<file path="config.mk">
export PLATFORM = sky130hd
export DESIGN_NAME = ipg_top
export DESIGN_NICKNAME = d
export VERILOG_FILES = /design/src/verilog/ipg_pkg.sv /design/src/verilog/ipg_edge.sv /design/src/verilog/ipg_top.sv
export VERILOG_INCLUDE_DIRS = /design/src /design/src/verilog
export SDC_FILE = /design/constraint.sdc
export NUM_CORES = 1
export LEC_CHECK = 0
export BUFFER_PORTS_ARGS = -buffer_cell sky130_fd_sc_hd__buf_2
export CAP_MARGIN = 10
export CORE_MARGIN = 8
export CORE_UTILIZATION = 37
export DETAILED_ROUTE_END_ITERATION = 7
export PLACE_DENSITY = 0.73
export SLEW_MARGIN = 20
export SYNTH_ARGS = -nofsm -noshare
export SYNTH_HDL_FRONTEND = slang
export SYNTH_SLANG_ARGS = --single-unit
</file>
<file path="constraint.sdc">
create_clock -name sys_clk -period 1.3 [get_ports sys_clk]
set_clock_uncertainty 0.1 [all_clocks]
set_input_delay 0.39 -clock sys_clk [delete_from_list [all_inputs] [get_ports sys_clk]]
set_output_delay 0.39 -clock sys_clk [all_outputs]
set_load 0.02 [all_outputs]
</file>
<file path="src/verilog/ipg_params.svh">
// index pulse gating: register offsets, field positions, reset values
// assumes inclusion by bare name from the design files
`ifndef IPG_PARAMS_SVH
`define IPG_PARAMS_SVH
`define IPG_CFG_ADDR        16'h0885
`define IPG_CFG_RESET       8'h40
`define IPG_GATE_LSB        0
`define IPG_GATE_MSB        1
`define IPG_SE_BIT          3
`define IPG_LNM_BIT         6
`define IPG_CFG_WMASK       8'h4B
`endif

</file>
<file path="src/verilog/ipg_pkg.sv">
// index pulse gating: shared types
// assumes ipg_params.svh defines the field constants
package ipg_pkg;
	typedef enum logic [1:0] {
		IPG_GATE_NONE,
		IPG_GATE_A,
		IPG_GATE_B,
		IPG_GATE_AB
	} ipg_gate_t;
endpackage

</file>
<file path="src/verilog/ipg_edge.sv">
// rise and fall detector for one synchronous quadrature level
// assumes input is synchronous to sys_clk
`timescale 1ns/1ps
module ipg_edge (
	input  wire logic sys_clk,
	input  wire logic reset,
	input  wire logic level,
	output logic      rise,
	output logic      fall
);
	typedef struct packed {
		logic prev;
	} ipg_edge_state_t;
	ipg_edge_state_t s_q, s_d;

	always_comb begin
		s_d      = s_q;
		s_d.prev = level;
	end

	always_ff @(posedge sys_clk) begin
		if (reset) begin
			s_q <= '0;
		end else begin
			s_q <= s_d;
		end
	end

	// an edge flags in the first cycle that samples the new level
	assign rise = level & ~s_q.prev;
	assign fall = ~level & s_q.prev;
endmodule // ipg_edge

</file>
<file path="src/verilog/ipg_top.sv">
// index pulse gating: once-per-revolution index pulse with quadrature gating
// assumes z_above, quad_a_out, quad_b_out synchronous to sys_clk;
// register port is a simple synchronous write/read strobe pair
//
// Contract
// - positive index output is low except one high pulse per revolution
// - differential mode: negative output is inverse of positive output
// - single_ended_select 0 drives both; 1 releases negative output
// - gate 00: positive output follows Z+ greater than Z- directly
// - gate 01: rise at A fall after Z, fall at next A rise
// - gate 10: rise at B fall after Z, fall at next B rise
// - gate 11: rise at A fall with B low or vice versa
// - gating assumes Z difference positive, quadrature difference negative
// - index config register selects output style and pulse timing
`timescale 1ns/1ps
`include "ipg_params.svh"
module ipg_top (
	input  wire logic        sys_clk,
	input  wire logic        reset,
	input  wire logic        z_above,
	input  wire logic        quad_a_out,
	input  wire logic        quad_b_out,
	input  wire logic        cfg_wr,
	input  wire logic        cfg_rd,
	input  wire logic [15:0] cfg_addr,
	input  wire logic [7:0]  cfg_wdata,
	output logic      [7:0]  cfg_rdata,
	output logic             index_out_pos,
	output logic             index_out_neg_o,
	output logic             index_out_neg_oe,
	output logic             low_noise_select
);
	////////////////////////////////////////////////////////////////////
	typedef enum logic [1:0] {
		ST_IDLE,
		ST_ARMED,
		ST_PULSE,
		ST_WAIT_Z_LOW
	} ipg_state_t;

	typedef struct packed {
		logic [7:0]  cfg;
		ipg_state_t  st;
		logic        pos;
		logic        neg_o;
		logic        neg_oe;
		logic [7:0]  rdata;
	} ipg_top_state_t;

	ipg_top_state_t s_q, s_d;

	logic a_rise, a_fall, b_rise, b_fall;

	ipg_edge u_edge_a (
		.sys_clk (sys_clk),
		.reset   (reset),
		.level   (quad_a_out),
		.rise    (a_rise),
		.fall    (a_fall)
	);
	ipg_edge u_edge_b (
		.sys_clk (sys_clk),
		.reset   (reset),
		.level   (quad_b_out),
		.rise    (b_rise),
		.fall    (b_fall)
	);

	function automatic ipg_pkg::ipg_gate_t gate_of(input logic [7:0] c);
		return ipg_pkg::ipg_gate_t'(c[`IPG_GATE_MSB:`IPG_GATE_LSB]);
	endfunction

	ipg_pkg::ipg_gate_t gate;
	logic start_ev, stop_ev, pos_next, cfg_hit;
	assign gate    = gate_of(s_q.cfg);
	assign cfg_hit = (cfg_addr == `IPG_CFG_ADDR);

	////////////////////////////////////////////////////////////////////
	// gated start and stop edges per mode; polarity fixed as documented
	always_comb begin
		start_ev = 1'b0;
		stop_ev  = 1'b0;
		unique case (gate)
			ipg_pkg::IPG_GATE_NONE: begin
				start_ev = 1'b0;
				stop_ev  = 1'b0;
			end
			ipg_pkg::IPG_GATE_A: begin
				start_ev = a_fall;
				stop_ev  = a_rise;
			end
			ipg_pkg::IPG_GATE_B: begin
				start_ev = b_fall;
				stop_ev  = b_rise;
			end
			ipg_pkg::IPG_GATE_AB: begin
				start_ev = (a_fall & ~quad_b_out) |
					(b_fall & ~quad_a_out);
				stop_ev  = a_rise | b_rise;
			end
		endcase
	end

	////////////////////////////////////////////////////////////////////
	always_comb begin
		s_d      = s_q;
		pos_next = 1'b0;
		if (cfg_wr && cfg_hit) begin
			// reserved bits stay zero
			s_d.cfg = cfg_wdata & `IPG_CFG_WMASK;
		end
		s_d.rdata = (cfg_rd && cfg_hit) ? s_q.cfg : 8'h00;
		if (gate == ipg_pkg::IPG_GATE_NONE) begin
			s_d.st   = ST_IDLE;
			pos_next = z_above;
		end else begin
			unique case (s_q.st)
				ST_IDLE: begin
					if (z_above) begin
						s_d.st = start_ev ? ST_PULSE : ST_ARMED;
					end
				end
				ST_ARMED: begin
					if (start_ev) begin
						s_d.st = ST_PULSE;
					end else if (!z_above) begin
						s_d.st = ST_IDLE;
					end
				end
				ST_PULSE: begin
					// held regardless of z until the stop edge
					if (stop_ev) begin
						s_d.st = z_above ? ST_WAIT_Z_LOW : ST_IDLE;
					end
				end
				ST_WAIT_Z_LOW: begin
					// one pulse per index window only
					if (!z_above) begin
						s_d.st = ST_IDLE;
					end
				end
			endcase
			pos_next = (s_d.st == ST_PULSE);
		end
		s_d.pos    = pos_next;
		s_d.neg_o  = ~pos_next;
		s_d.neg_oe = ~s_d.cfg[`IPG_SE_BIT];
	end

	always_ff @(posedge sys_clk) begin
		if (reset) begin
			s_q        <= '0;
			s_q.cfg    <= `IPG_CFG_RESET;
			s_q.st     <= ST_IDLE;
			s_q.neg_o  <= 1'b1;
			s_q.neg_oe <= 1'b1;
		end else begin
			s_q <= s_d;
		end
	end

	assign index_out_pos    = s_q.pos;
	assign index_out_neg_o  = s_q.neg_o;
	assign index_out_neg_oe = s_q.neg_oe;
	assign cfg_rdata        = s_q.rdata;
	// software is expected to keep this bit set
	assign low_noise_select = s_q.cfg[`IPG_LNM_BIT];
endmodule // ipg_top

</file>
==> results of run 1 <==
worst max-delay path, delay by kind of cell (launching register included):
| family | cells | cell delay [ns] |
|---|---|---|
| AOI/OAI and AO/OA | 3 | 0.69 |
| DFF | 1 | 0.36 |
| and+or+nand+nor | 1 | 0.07 |
cell type report:
| cell class | count | area share |
|---|---|---|
| repair buffers | 36 | 0.223 |
| inverters | 3 | 0.0115 |
| well taps | 27 | 0.0344 |
| clock buffers | 4 | 0.0267 |
| multi-input cells | 48 | 0.397 |
| flip-flops and latches | 15 | 0.308 |
path summary, 6_finish.rpt:
| check | depth (start not counted) | start | slack, ns | endpoint |
|---|---|---|---|---|
| max | 4 | gate[1] | -0.02 | index_out_pos |
| min reg2reg | 1 | low_noise_select | 0.39 | cfg_rdata[6] |
| max reg2reg | 4 | gate[1] | -0.02 | index_out_pos |
| min | 3 | cfg_wdata[6] | 0.25 | low_noise_select |
logic make-up after synthesis:
group                  after synthesis  synth area share
AND/OR/NAND/NOR                     29             0.318
AO/OA/AOI/OAI                       15             0.156
flip-flops                          15             0.421
buffers and inverters               11             0.100
other                                1           0.00526
Yosys cell counts:
cell,count
a21o_1,1
a21oi_1,3
a31oi_2,1
and2_1,5
and3_4,1
and3b_1,1
and4_4,1
buf_4,8
conb_1,1
dfxtp_1,15
inv_1,3
nand2_1,2
nand3_1,5
nand3b_1,1
nand4_1,1
nor2_1,3
nor2b_1,2
nor3_1,2
nor4b_2,2
nor4b_4,2
o2111a_1,1
o21ai_0,4
o21bai_1,1
o311a_1,2
o311ai_0,1
o31a_1,1
or3_1,1
repair_timing:
action,in CTS,in global routing
pin swaps,0,7
hold buffers,0,0
hold endpoints to repair,0,0
endpoints found under the setup margin,2,12
gates cloned,0,0
gates resized for setup,3,12
flip-flops by register name (all words and copies together) (netlist names):
signal	flops
u_edge_b.s_q	1
index_out_pos	1
gate	2
index_out_neg_oe	1
u_edge_a.s_q	1
cfg_rdata	4
low_noise_select	1
index_out_neg_o	1
s_q	3
per-layer routing:
metal,up-vias,global-route usage
li1,316,-
met1,285,0.0850
met2,9,0.198
met3,2,0.0129
met4,0,0.0408
met5,-,0
metrics by stage:
| step | worst slack (ns) | hold WS, ns | instances | utilization |
|---|---|---|---|---|
| finish | -0.0177 | 0.252 | 133 | 0.523 |
| global route | -0.0568 | 0.244 | 133 | 0.523 |
| CTS | 0.00167 | 0.247 | 133 | 0.497 |
| detailed placement | -0.277 | 0.370 | 129 | 0.481 |
| global placement | -0.247 | 0.356 | 129 | 0.481 |
| floorplan | -0.0733 | 0.331 | 74 | - |
where the power goes:
part	internal, mW	total, mW	switching, mW	leakage, nW
Clock	0.119	0.254	0.136	0.0150
Combinational	0.0555	0.107	0.0519	0.306
Sequential	0.465	0.468	0.00327	0.123
Total	0.639	0.830	0.191	0.443
==> impl_metrics.ini, run 1 <==
[outcome]
status = finished, violations left
failed_checks = setup timing

[floorplanning]
coreArea_sq_um = 1880
row_count = 16
die_h_um = 59.9
ios = 43
die_area_sq_um = 3590
start_util = 0.379
fp.dieW_um = 59.9

[cells_and_area]
final_cell_mix = buf_2, dfxtp_1, nand3_1, buf_6
fill_cells = 193
final_common_cell = buf_2
nNetsFinal = 138
area_delta_synth_final_pct = 37.9
diodes = 0
multi_input_area_sq_um = 390
ff_latch_area_sq_um = 303
drive_above_1_share = 0.491
fin_area_sq_um = 983

[global_route]
grt_pass1_vias = 643
antenna_found_initial = 0
track_usage = 0.0948
overflow = 0
grt_pass1_wl_mm = 2.62
grt_max_degree = 9

[pwr]
finalPower_mw = 0.830
cellPowerDensity_nw_per_um2 = 844
power_leakage_nw = 0.443
max-vdd-ir-drop_v = 0.000490

[sta]
slew_violations = 0
finalHoldViolations = 0
fin_crit_sh = 1.01
max_freq_mhz = 759
fin_tns_setup_ns = -0.0177
worst_slack_ns = -0.0177
finalSetupViolations = 1
rsz0062_at_grt = true
period_needed_ns = 1.32

[critical_path]
endpoint_kind = flop
cpPeakStageDelay_ns = 0.36
crit_type = reg2reg
critPathMaxFanout = 5
start_kind = flop
cp_cell_sequence = nand2_2 > o2111a_2 > o31a_1 > o311a_1
required_ns = 1.37
cp.arrival_ns = 1.38
crit_slowest_cell = dfxtp_2

[clocking]
insertion_delay_ns = 0.27
clk_pin_slew_ns = 0.09
postCtsSetupRepairBufs = 0
cts_made_buffers = 3
h-tree-depth = 1
clockBufferDepth = 2
clkSinkCount = 15
cts_tree = built
cts_root_buffer = clkbuf_4

[hold_path]
min_path_type = in2reg

[synthesis]
netlist_instances = 71
yosys_warnings = 0
yosysTopAreaCell = dfxtp_1
ys_types = 27
synth.cell_area_sq_um = 713
synth_top_cell_area_share = 0.421
synth.avg_cell_area_sq_um = 10.0
yosysSeqAreaShare = 0.421
ys_ff_latch = 15
synth.area.top_cells = dfxtp_1, buf_4, nor4b_4

[job]
maxCapViolations = 0

[detailed_routing]
via_per_inst = 4.60
wl_per_cell_um = 13.2
dr_wl_met2_mm = 1.02
top_layer = met4
drcViolationCount = 0
dr.first_iter.drc_count = 8
ant_nets = 0
drt-total-wl_mm = 1.76
dr.pass1.iters = 4
met3_length_um = 60
num_vias = 612
drt-met1-wl_um = 648

[placement]
placed_area_sq_um = 906
io_buffers = 34
place.gp.congestion = 0.780
dp_hpwl_mm = 1.43
Note: power is estimated with default switching activity, not from simulation.
==> run 2, diff against run 1 <==
- BUFFER_PORTS_ARGS: -buffer_cell sky130_fd_sc_hd__buf_2 -> not set
- CORE_UTILIZATION: 37 -> 52
- DONT_BUFFER_PORTS: not set -> 1
- PLACE_DENSITY: 0.73 -> 0.7
- REMOVE_ABC_BUFFERS: not set -> 1
==> run 2 against run 1 <==
  * The run now ends clean
  * Clock power grew 5%
  * Worst setup slack improved by 0.021 ns
  * Sequential power about the same
  * Maximum frequency grew 1.6%
  * Non-clock buffer count is 33 lower
  * Design area fell by 24%
  * Register-to-register slack improved by 0.02 ns
  * Highest routed layer unchanged
  * Core utilization rose by 5.7 points
  * Clock-buffer cell count fell by 1
  * Global-route usage grew 1.0 points
==> impl_metrics.ini, run 2 (synthesis gave the netlist of run 1 again) <==
[outcome]
status = finished, final reports clean

[placement]
place.gp.congestion = 0.799
placed_area_sq_um = 698
dp_hpwl_mm = 1.12
dp_slack_ns = -0.175
io_buffers = 0

[cells_and_area]
area_delta_synth_final_pct = 4.39
largest_reg_flops = 4
final_common_cell = dfxtp_1
final_cell_mix = dfxtp_1, and2_1, nand3_1
nNetsFinal = 105
fill_cells = 109
diodes = 0
drive_above_1_share = 0.260
fin_area_sq_um = 744

[sta]
hold_ws_ns = 0.0497
worst_slack_ns = 0.00297
rsz0062_at_grt = true
slew_violations = 0
max_freq_mhz = 771
fin_crit_sh = 0.998
period_needed_ns = 1.30
finalSetupViolations = 0
finalHoldViolations = 0

[global_route]
overflow = 0
antenna_found_initial = 0
grt_max_degree = 10
track_usage = 0.105
grt_pass1_wl_mm = 2.15
grt_pass1_vias = 505

[clocking]
insertion_delay_ns = 0.29
clockBufferDepth = 2
h-tree-depth = 1
clkSinkCount = 15
cts_made_buffers = 3
cts_tree = built
cts_root_buffer = clkbuf_4
clk_pin_slew_ns = 0.09
ctsHoldBuffers = 0

[job]
maxCapViolations = 0

[floorplanning]
coreArea_sq_um = 1280
ios = 43
row_count = 13
start_util = 0.555
die_area_sq_um = 2810
fp.dieW_um = 53.0
die_h_um = 53.0

[critical_path]
endpoint_kind = flop
required_ns = 1.38
critPathMaxFanout = 5
crit_type = reg2reg
start_kind = flop
cp.arrival_ns = 1.38

[detailed_routing]
dr.pass1.iters = 4
drt-total-wl_mm = 1.41
drcViolationCount = 0
wl_per_cell_um = 16.0
num_vias = 503
via_per_inst = 5.72
dr.first_iter.drc_count = 11
ant_nets = 0

[pwr]
max-vdd-ir-drop_v = 0.000443
power_leakage_nw = 0.282
cellPowerDensity_nw_per_um2 = 1030

[hold_path]
min_path_type = in2reg
==> run 2: cell types whose count changed in the layout (fill, tap and decap cells not counted) <==
cell / previous run / this run
clkinv_2: 0 / 1
buf_6: 5 / 0
nor4b_2: 0 / 2
and2_1: 4 / 5
buf_2: 28 / 0
clkbuf_1: 1 / 0
nor4b_4: 4 / 2
and2_4: 1 / 0
o21ai_1: 1 / 0
o21ai_0: 3 / 4
a31oi_2: 0 / 1
a31oi_4: 1 / 0
==> run 2: path summary, 6_finish.rpt <==
| kind | start | end | cells past startpoint | slack [ns] |
|---|---|---|---|---|
| hold / removal | reset | gate[0] | 1 | 0.05 |
| hold reg to reg | s_q[16] | cfg_rdata[3] | 1 | 0.37 |
| setup reg to reg | gate[1] | index_out_pos | 4 | 0.003 |
| setup / recovery | gate[1] | index_out_pos | 4 | 0.003 |
==> run 2: worst max-delay path, stage by stage, from the launching register on <==
cell and delay [ns]:
dfxtp_2 0.35, nand2_2 0.06, o2111a_2 0.30, o31a_1 0.26, o311a_1 0.12
==> run 2: area by class of cell <==
class / count / area [sq um] / area share
Timing Repair Buffer: 3 / 22.5 / 0.0303
Clock buffer: 3 / 22.5 / 0.0303
Sequential cell: 15 / 303 / 0.407
Tap cell: 15 / 18.8 / 0.0252
Inverter: 3 / 11.3 / 0.0151
Multi-Input combinational cell: 48 / 362 / 0.486
Clock inverter: 1 / 5.00 / 0.00672
==> run 2: layer usage <==
layer	wire length, um	up-vias	global-route usage	part of all wire
met4	54	0	0.103	0.038
met2	640	24	0.154	0.45
li1	-	249	-	-
met5	0	-	0	0
met3	145	5	0.0448	0.10
met1	568	225	0.108	0.40
==> run 2: through the flow <==
step | utilization | cells | TNS, ns | power [mW]
detailed placement | 0.543 | 83 | -1.39 | 0.513
global route | 0.579 | 88 | -0.0660 | 0.800
floorplan | - | 66 | -0.529 | 0.510
CTS | 0.576 | 88 | 0 | 0.776
finish | 0.579 | 88 | 0 | 0.770
global placement | 0.543 | 83 | -1.24 | 0.513
==> run 2: report_power, final <==
group	leakage, nW	internal, mW	switching (mW)
Combinational	0.141	0.0148	0.0173
Clock	0.0177	0.114	0.152
Sequential	0.123	0.465	0.00632
Total	0.282	0.594	0.176
==> run 2: repair_timing <==
action / in CTS / in global routing
resized for setup: 4 / 2
buffers inserted: 1 / 0
endpoints found under the setup margin: 2 / 3
pin swaps: 2 / 4
cloned: 0 / 0
